==> config.mk <==
export PLATFORM = sky130hd
export DESIGN_NAME = irl_limiter
export DESIGN_NICKNAME = d
export VERILOG_FILES = /design/src/irl_limiter.v
export VERILOG_INCLUDE_DIRS = /design/src
export SDC_FILE = /design/constraint.sdc
export NUM_CORES = 1
export LEC_CHECK = 0
export BUFFER_PORTS_ARGS = -buffer_cell sky130_fd_sc_hd__buf_2
export CORE_AREA = 4 4 405 247
export DETAILED_ROUTE_END_ITERATION = 6
export DIE_AREA = 0 0 409 251
export SLEW_MARGIN = 20
export SYNTH_ARGS = -nofsm -noshare
export SYNTH_HDL_FRONTEND = slang
export SYNTH_SLANG_ARGS = --single-unit
export TNS_END_PERCENT = 50
==> constraint.sdc <==
create_clock -name clock_in -period 38.7 [get_ports clock_in]
set_clock_uncertainty 0.05 [all_clocks]
set_input_delay 3.87 -clock clock_in [delete_from_list [all_inputs] [get_ports clock_in]]
set_output_delay 3.87 -clock clock_in [all_outputs]
set_load 0.02 [all_outputs]
==> src/irl_map.vh <==
// register indices, field positions, reset values and rate constants
// for the ingress rate limiter; included by irl_limiter.v only
`ifndef IRL_MAP_VH
`define IRL_MAP_VH
// register indices (byte address is four times the index)
`define IRL_IDX_CFG       8'h03
`define IRL_IDX_PRIO0     8'h10
`define IRL_IDX_PRIO7     8'h17
`define IRL_IDX_MAC       8'h20
`define IRL_IDX_STAT      8'h21
// port ingress limit config fields
`define IRL_CFG_PORT      6
`define IRL_CFG_PPS       5
`define IRL_CFG_FC        4
`define IRL_CFG_MODE_HI   3
`define IRL_CFG_MODE_LO   2
`define IRL_CFG_IFG       1
`define IRL_CFG_PRE       0
`define IRL_CFG_RST       8'h00
`define IRL_CODE_RST      7'h00
// limit mode encodings
`define IRL_MODE_ALL      2'b00
`define IRL_MODE_BMF      2'b01
`define IRL_MODE_BM       2'b10
`define IRL_MODE_B        2'b11
// port mac config fields
`define IRL_MAC_SPD1000   6
`define IRL_MAC_SPD100    4
`define IRL_MAC_RXFC      3
`define IRL_MAC_RST       8'h10
// status fields
`define IRL_STAT_FC       0
`define IRL_STAT_OVR      1
// speed encodings
`define IRL_SPD_10        2'd0
`define IRL_SPD_100       2'd1
`define IRL_SPD_1000      2'd2
// per-frame overhead bytes
`define IRL_IFG_BYTES     16'd12
`define IRL_PRE_BYTES     16'd8
// rate code boundaries
`define IRL_CODE_LOW_MAX  7'd10
`define IRL_CODE_MID_MAX  7'd100
`define IRL_CODE_TAB_MAX  7'd115
`define IRL_TAB_BIG_MAX   32'd3
// rate units, bit rates held as bytes per second
`define IRL_MBPS_BYTES    32'd125000
`define IRL_KBPS_BYTES    32'd125
`define IRL_PPS_UNIT      32'd1920
`define IRL_PPS_UNIT_G    32'd19200
`define IRL_TAB_KBPS      32'd64
`define IRL_TAB_KBPS_G    32'd640
`define IRL_TAB_PPS1      32'd64
`define IRL_TAB_PPS       32'd128
`define IRL_TAB_G_MUL     32'd10
`define IRL_LINE_10       32'd10
`define IRL_LINE_100      32'd100
`define IRL_LINE_1000     32'd1000
`define IRL_FULL_PPS_10   32'd19200
`define IRL_FULL_PPS_100  32'd192000
`define IRL_FULL_PPS_G    32'd1920000
// measurement window: 1000 ms at 25000 kHz
`define IRL_WINDOW_MS     1000
`define IRL_CLK_KHZ       25000
`endif

==> src/irl_limiter.v <==
// ingress rate limiter for one switch port, wishbone classic slave
// assumes frame descriptors arrive on the core clock, one per pulse
`timescale 1ns/1ps
`include "irl_map.vh"

// Overview of operation
// - port bit one: one limit for the port; zero: one per priority
// - packet mode bit one counts frames, zero counts bytes
// - flow-control bit set: assert flow control while rate exceeded
// - rate flow control only acts when port flow control enabled
// - mode field picks frames counted: all, b/m/flood, b/m, bcast
// - gap bit adds 12 bytes per frame to the count
// - preamble bit adds 8 bytes per frame to the count
// - preamble option ignored in packet mode
// - each priority has 7-bit code, top bit reads zero
// - new priority codes commit only when priority 7 written
// - rate code interpreted by current port speed
// - codes 1-10: 1 Mbps or 1.92k/19.2k packets per code
// - codes 11-100: speed-dependent bit and packet limits
// - speed from speed bits: 1000, else 100 or 10
// - receive flow-control enable gates pause on congestion
module irl_limiter #(
	parameter WINDOW_CYC = `IRL_WINDOW_MS * `IRL_CLK_KHZ,
	parameter LEN_W      = 16
) (
	// clock and reset
	input  wire             clock_in,
	input  wire             srst_in,
	// wishbone classic slave
	input  wire             wb_cyc_in,
	input  wire             wb_stb_in,
	input  wire             wb_we_in,
	input  wire [9:0]       wb_adr_in,
	input  wire [3:0]       wb_sel_in,
	input  wire [31:0]      wb_dat_in,
	output reg  [31:0]      wb_dat_out,
	output wire             wb_ack_out,
	// received frame descriptor
	input  wire             frame_valid_in,
	input  wire [LEN_W-1:0] frame_len_in,
	input  wire [2:0]       frame_prio_in,
	input  wire             frame_bcast_in,
	input  wire             frame_mcast_in,
	input  wire             frame_flood_in,
	// limiter results
	output reg              frame_drop_out,
	output reg              flow_ctrl_out
);

	// registers
	reg  [7:0]  cfg_r;
	reg  [7:0]  mac_r;
	reg  [6:0]  code_wr_r [0:7];
	reg  [6:0]  code_act_r [0:7];
	reg  [31:0] used_r [0:7];
	reg         ack_r;
	reg         ovr_r;
	reg  [31:0] win_cnt_r;
	integer     i;

	// bus decode
	wire [7:0]  idx     = wb_adr_in[9:2];
	wire        req     = wb_cyc_in & wb_stb_in & ~ack_r;
	wire        wr      = req & wb_we_in & wb_sel_in[0];
	wire        is_prio = (idx[7:3] == `IRL_IDX_PRIO0 >> 3);

	// speed selection
	wire        spd1000 = mac_r[`IRL_MAC_SPD1000];
	wire [1:0]  speed   = spd1000 ? `IRL_SPD_1000 :
		(mac_r[`IRL_MAC_SPD100] ? `IRL_SPD_100 : `IRL_SPD_10);
	wire        packet_rate_mode     = cfg_r[`IRL_CFG_PPS];

	// rate code to per-window allowance (bytes/s or frames/s)
	function [31:0] limit_f;
		input [6:0] c;
		input [1:0] spd;
		input       pkt;
		reg   [31:0] cw;
		reg   [31:0] k;
		reg   [31:0] line;
		reg   [31:0] full_p;
		reg   [31:0] kb;
		reg   [31:0] pp;
		begin
			cw = {25'd0, c};
			k = cw - {25'd0, `IRL_CODE_MID_MAX};
			line = (spd == `IRL_SPD_1000) ? `IRL_LINE_1000 :
				((spd == `IRL_SPD_100) ? `IRL_LINE_100 : `IRL_LINE_10);
			full_p = (spd == `IRL_SPD_1000) ? `IRL_FULL_PPS_G :
				((spd == `IRL_SPD_100) ? `IRL_FULL_PPS_100 :
				`IRL_FULL_PPS_10);
			// fixed low-rate table
			kb = (spd == `IRL_SPD_1000 ||
				(spd == `IRL_SPD_100 && k <= `IRL_TAB_BIG_MAX)) ?
				`IRL_TAB_KBPS_G * k : `IRL_TAB_KBPS * k;
			// 64 for the first table code, then steps of 128
			pp = (k == 32'd1) ? `IRL_TAB_PPS1 :
				`IRL_TAB_PPS * (k - 32'd1);
			if (spd == `IRL_SPD_1000) begin
				pp = pp * `IRL_TAB_G_MUL;
			end
			if (c == 7'd0 || c > `IRL_CODE_TAB_MAX) begin
				// no reduction; undefined codes also run at line rate
				limit_f = pkt ? full_p : line * `IRL_MBPS_BYTES;
			end else if (c <= `IRL_CODE_LOW_MAX) begin
				limit_f = pkt ? cw * ((spd == `IRL_SPD_1000) ?
					`IRL_PPS_UNIT_G : `IRL_PPS_UNIT) :
					cw * `IRL_MBPS_BYTES;
			end else if (c <= `IRL_CODE_MID_MAX) begin
				if (spd == `IRL_SPD_10) begin
					// packet limit undefined here: full frame rate
					limit_f = pkt ? full_p :
						`IRL_LINE_10 * `IRL_MBPS_BYTES;
				end else if (spd == `IRL_SPD_100) begin
					limit_f = pkt ? cw * `IRL_PPS_UNIT :
						cw * `IRL_MBPS_BYTES;
				end else begin
					limit_f = pkt ? cw * `IRL_PPS_UNIT_G :
						cw * `IRL_LINE_10 * `IRL_MBPS_BYTES;
				end
			end else begin
				limit_f = pkt ? pp : kb * `IRL_KBPS_BYTES;
			end
		end
	endfunction

	// frame classification
	wire [1:0]  mode = cfg_r[`IRL_CFG_MODE_HI:`IRL_CFG_MODE_LO];
	reg         counted;
	always @* begin
		case (mode)
			`IRL_MODE_ALL: counted = 1'b1;
			`IRL_MODE_BMF: counted = frame_bcast_in | frame_mcast_in |
				frame_flood_in;
			`IRL_MODE_BM:  counted = frame_bcast_in | frame_mcast_in;
			`IRL_MODE_B:   counted = frame_bcast_in;
			default:       counted = 1'b1;
		endcase
	end

	// bucket choice and frame cost
	wire [2:0]  bkt = cfg_r[`IRL_CFG_PORT] ? 3'd0 : frame_prio_in;
	wire [15:0] len16 = frame_len_in[15:0];
	wire [15:0] ifg_add = cfg_r[`IRL_CFG_IFG] ? `IRL_IFG_BYTES :
		16'd0;
	wire [15:0] pre_add = (cfg_r[`IRL_CFG_PRE] & ~packet_rate_mode) ? `IRL_PRE_BYTES :
		16'd0;
	wire [31:0] cost = packet_rate_mode ? 32'd1 :
		{16'd0, len16} + {16'd0, ifg_add} + {16'd0, pre_add};
	wire [31:0] limit = limit_f(code_act_r[bkt], speed, packet_rate_mode);
	wire [32:0] sum = {1'b0, used_r[bkt]} + {1'b0, cost};
	wire        exceed = frame_valid_in & counted & (sum > {1'b0, limit});
	wire        win_end = (win_cnt_r == WINDOW_CYC - 1);

	// measurement window timer
	always @(posedge clock_in) begin
		if (srst_in || win_end) begin
			win_cnt_r <= 32'd0;
		end else begin
			win_cnt_r <= win_cnt_r + 32'd1;
		end
	end

	// per-bucket usage within the window
	always @(posedge clock_in) begin
		if (srst_in || win_end) begin
			for (i = 0; i < 8; i = i + 1) begin
				used_r[i] <= 32'd0;
			end
		end else if (frame_valid_in && counted && !exceed) begin
			used_r[bkt] <= sum[31:0];
		end
	end

	// overrun flag, drop pulse and flow control
	always @(posedge clock_in) begin
		if (srst_in) begin
			ovr_r <= 1'b0;
			frame_drop_out <= 1'b0;
			flow_ctrl_out <= 1'b0;
		end else begin
			ovr_r <= (ovr_r & ~win_end) | exceed; // set wins over clear
			frame_drop_out <= exceed;
			flow_ctrl_out <= ((ovr_r & ~win_end) | exceed) &
				cfg_r[`IRL_CFG_FC] &
				mac_r[`IRL_MAC_RXFC];
		end
	end

	// register writes
	always @(posedge clock_in) begin
		if (srst_in) begin
			cfg_r <= `IRL_CFG_RST;
			mac_r <= `IRL_MAC_RST;
			for (i = 0; i < 8; i = i + 1) begin
				code_wr_r[i] <= `IRL_CODE_RST;
				code_act_r[i] <= `IRL_CODE_RST;
			end
		end else if (wr) begin
			if (idx == `IRL_IDX_CFG) begin
				cfg_r <= {1'b0, wb_dat_in[6:0]};
			end
			if (idx == `IRL_IDX_MAC) begin
				mac_r <= wb_dat_in[7:0];
			end
			if (is_prio) begin
				code_wr_r[idx[2:0]] <= wb_dat_in[6:0];
			end
			if (idx == `IRL_IDX_PRIO7) begin
				// commit all staged codes together
				for (i = 0; i < 7; i = i + 1) begin
					code_act_r[i] <= code_wr_r[i];
				end
				code_act_r[7] <= wb_dat_in[6:0];
			end
		end
	end

	// read data and acknowledge
	always @(posedge clock_in) begin
		if (srst_in) begin
			ack_r <= 1'b0;
			wb_dat_out <= 32'd0;
		end else begin
			ack_r <= req;
			if (req) begin
				if (idx == `IRL_IDX_CFG) begin
					wb_dat_out <= {24'd0, cfg_r};
				end else if (idx == `IRL_IDX_MAC) begin
					wb_dat_out <= {24'd0, mac_r};
				end else if (is_prio) begin
					wb_dat_out <= {25'd0, code_wr_r[idx[2:0]]};
				end else if (idx == `IRL_IDX_STAT) begin
					wb_dat_out <= {30'd0, ovr_r, flow_ctrl_out};
				end else begin
					wb_dat_out <= 32'd0;
				end
			end
		end
	end

	assign wb_ack_out = ack_r;

endmodule // irl_limiter

==> flow_metrics.py <==
metrics = {
    "routing": {
        "highest_layer": "met5",
        "wl_met3_um": 11700,
        "wl_met1_um": 50800,
        "drt_wl_total_um": 103000,
        "wl_met2_um": 38500,
        "dr.first_iter.drc_count": 3179,
        "via_per_inst": 5.38,
        "antenna_left": 0,
        "drc": 0,
        "drt-wirelength-per-cell_um": 21.6,
        "vias": 25600,
        "dr.pass1.iters": 5,
    },
    "sta": {
        "setup_violations": 0,
        "finalCritPeriodShare": 0.480,
        "fmaxAchievable_mhz": 53.8,
        "slew_violations": 0,
        "report.final.hold_viol_count": 0,
        "fin_crit_ps": 18580,
        "fin_setup_tns_ps": 0,
        "worst_pin_slew_ps": 1250,
        "hold_ws_ps": 400,
        "relSlewSlack": 0.161,
        "rsz0062_at_grt": "false",
    },
    "power_and_ir_drop": {
        "clkPwrFrac": 0.118,
        "seqPwrFrac": 0.160,
        "p_leak_nw": 15.7,
        "vdd_ir_drop_max_mv": 0.123,
        "internal_power_mw": 1.64,
        "swShare": 0.505,
        "switchingPower_mw": 1.68,
        "p_per_area_nw_per_um2": 91.0,
        "power.share.combinational": 0.722,
    },
    "logic_synthesis": {
        "synth_cells": 3417,
        "syn_avg_cell_area_um2": 9.83,
        "synth.distinct_cells": 105,
        "ys_ff_latch": 427,
        "synthTopCellsByArea": "edfxtp_1, ha_1, fa_1",
        "ys_warn_count": 0,
        "synth_flop_cell": "edfxtp_1",
        "ys_seq_area_frac": 0.364,
        "synth_area_leader_cell": "edfxtp_1",
        "synth_edf_count": 368,
        "yosys.area.top_type_share": 0.329,
        "syn-cell-area_um2": 33600,
        "ys_async_sr_fraction": 0,
    },
    "clock_network": {
        "clock-sinks": 427,
        "htree_num_levels": 2,
        "clk-insertion-delay-late_ps": 580,
        "cts.clk_slew.worst_paths_ps": 70,
        "holdBufCountCts": 0,
        "numCtsBuffers": 39,
        "post_cts_buffers": 0,
        "cts_tree": "built",
        "cts_buffer_depth": 3,
        "root_buffer": "clkbuf_16",
        "post_cts_resized": 0,
    },
    "grt": {
        "grt_usage": 0.196,
        "gr-total-overflow": 0,
        "grt_pass1_vias": 24500,
        "grt_first_pass_wirelength_um": 155000,
        "antenna_found_initial": 2,
        "grt_max_degree": 59,
    },
    "floorplan": {
        "dieWidth_um": 409,
        "die_y_um": 251,
        "coreArea_um2": 95900,
        "rows": 88,
        "io_pins": 109,
        "initial_core_util": 0.350,
        "design.die.area_um2": 103000,
    },
    "finish": {
        "drive_gt1_frac": 0.0819,
        "nNetsFinal": 3978,
        "syn_to_final_growth_pct": 8.50,
    },
    "run": {
        "maxCapViolCount": 0,
    },
    "setup_path": {
        "worst-path-max-fanout": 33,
        "worstPathArrival_ps": 18810,
        "worstPathRequired_ps": 38940,
        "r2r-end": "used_r[6][10]",
        "crit_type": "in -> reg",
        "cp_slowest_stage_delay_ps": 900,
        "crit_path_top_delay_cell": "or2_2",
        "reg2reg_depth": 42,
        "endpoint_kind": "register",
        "regToRegSetupSlack_ps": 23900,
        "start_kind": "input port",
        "r2r-start": "cfg_r[6]",
    },
    "worst_hold_path": {
        "whs_path_depth": 1,
        "hold_class": "reg -> reg",
        "min_from": "win_cnt_r[0]",
        "whs_endpoint": "win_cnt_r[0]",
    },
    "placed_design": {
        "globalplace.congestion": 0.939,
        "dp_hpwl_um": 73400,
        "io_buffer_count": 55,
    },
    "status": {
        "status": "finished clean",
    },
}
## how the worst max path moves through the flow
stage | slack (ps) | endpoint | start
6_report | 20120 | used_r[6][10] | frame_prio_in[1]
5_1_grt | 19380 | used_r[6][16] | frame_prio_in[1]
4_1_cts | 20420 | used_r[6][15] | frame_prio_in[1]
3_5_place_dp | 19890 | used_r[6][14] | frame_prio_in[1]
3_3_place_gp | 20030 | used_r[6][14] | frame_prio_in[1]
2_1_floorplan | 21990 | used_r[1][0] | frame_prio_in[2]
## metrics by stage
| step | cells | utilization | worst slack (ps) | area, µm² | power [mW] |
|---|---|---|---|---|---|
| 2_1_floorplan | 3444 | - | 21990 | 33700 | 2.17 |
| 3_3_place_gp | 4689 | 0.367 | 20030 | 35200 | 2.83 |
| 3_5_place_dp | 4689 | 0.367 | 19890 | 35200 | 2.85 |
| 4_1_cts | 4760 | 0.380 | 20420 | 36400 | 3.26 |
| 5_1_grt | 4760 | 0.380 | 19380 | 36500 | 3.59 |
| 6_report | 4762 | 0.380 | 20120 | 36500 | 3.32 |
## layout make-up
class	count	area, µm²
fill	9533	59400
multi-input combinational	2479	19300
sequential	427	12200
tap	1305	1630
inverter	367	1380
clock buffer	49	1080
timing repair buffer	111	696
clock inverter	22	159
antenna	2	5.00
## cells in the mapped netlist (12+ instances only)
cell	number
nand3_1	50
o21bai_1	12
nand2b_1	35
a21o_1	46
a21oi_1	152
buf_2	44
o211ai_1	25
and2_1	102
dfxtp_1	59
o22ai_1	74
clkbuf_1	69
ha_1	339
nor3_1	55
nand4_1	15
mux4_2	17
mux2_2	13
o21ai_0	124
fa_1	140
or2_2	27
nand2_1	133
xor2_1	81
a211oi_1	20
inv_1	361
nor4_1	12
nor3b_1	12
buf_1	14
or3_1	14
a31oi_1	28
a221oi_1	12
o21a_1	16
edfxtp_1	368
and3_1	15
mux2i_1	61
nor2b_1	53
nor2_1	490
buf_4	37
xnor2_1	108
## routing by layer
| metal | up-vias | track usage |
|---|---|---|
| met5 | - | 0.00544 |
| met4 | 2 | 0.0343 |
| met3 | 127 | 0.0542 |
| met2 | 1184 | 0.256 |
| met1 | 12400 | 0.315 |
| li1 | 11900 | - |
## critical path: cells and delay by family
| family | cells | cell delay [ps] |
|---|---|---|
| AOI/OAI and AO/OA | 17 | 4760 |
| and+or+nand+nor | 9 | 3380 |
| adders and majority gates | 8 | 3370 |
| buffers and inverters | 9 | 2800 |
| xor gates and xnor gates | 2 | 530 |
## layout by cell type, fill, tap and decap left out, types with 16 or more instances in the layout
master / count
dfxtp_1: 57
nand2_1: 133
mux4_2: 17
ha_1: 339
clkbuf_16: 41
nand2b_1: 26
xor2_1: 81
xnor2_1: 108
edfxtp_1: 368
a31oi_1: 28
nor3_1: 55
o22ai_1: 74
o21ai_0: 124
nand3_1: 50
inv_1: 362
and2_1: 102
o21a_1: 16
fa_1: 140
o211ai_1: 25
conb_1: 29
nor2_1: 488
mux2i_1: 61
a211oi_1: 20
or2_2: 27
a21o_1: 46
nor2b_1: 52
a21oi_1: 151
buf_2: 55
buf_4: 56
## power groups by stage
stage	sequential (mW)	combinational (mW)	clock, mW
floorplan	0.538	1.63	0
global placement	0.540	2.29	0
detailed placement	0.540	2.31	0
CTS	0.530	2.33	0.395
global route	0.532	2.65	0.416
finish	0.530	2.40	0.392
## registers in the layout, summed over array words and instances, names as in the netlist, 7 cells and up
register,count
used_r,256
code_act_r,56
code_wr_r,56
win_cnt_r,32
mac_r,8
wb_dat_out,8
cfg_r,7
## kinds of logic after synthesis
logic type | Yosys count | synth area share
AOI/OAI and AO/OA | 635 | 0.125
xor gates and xnor gates | 192 | 0.0507
adders and majority gates | 481 | 0.210
buffers and inverters | 538 | 0.0674
DFF | 427 | 0.364
muxes | 92 | 0.0344
other | 2 | 0.000224
and+or+nand+nor | 1050 | 0.148
Note: power is estimated with default switching activity, not from simulation.
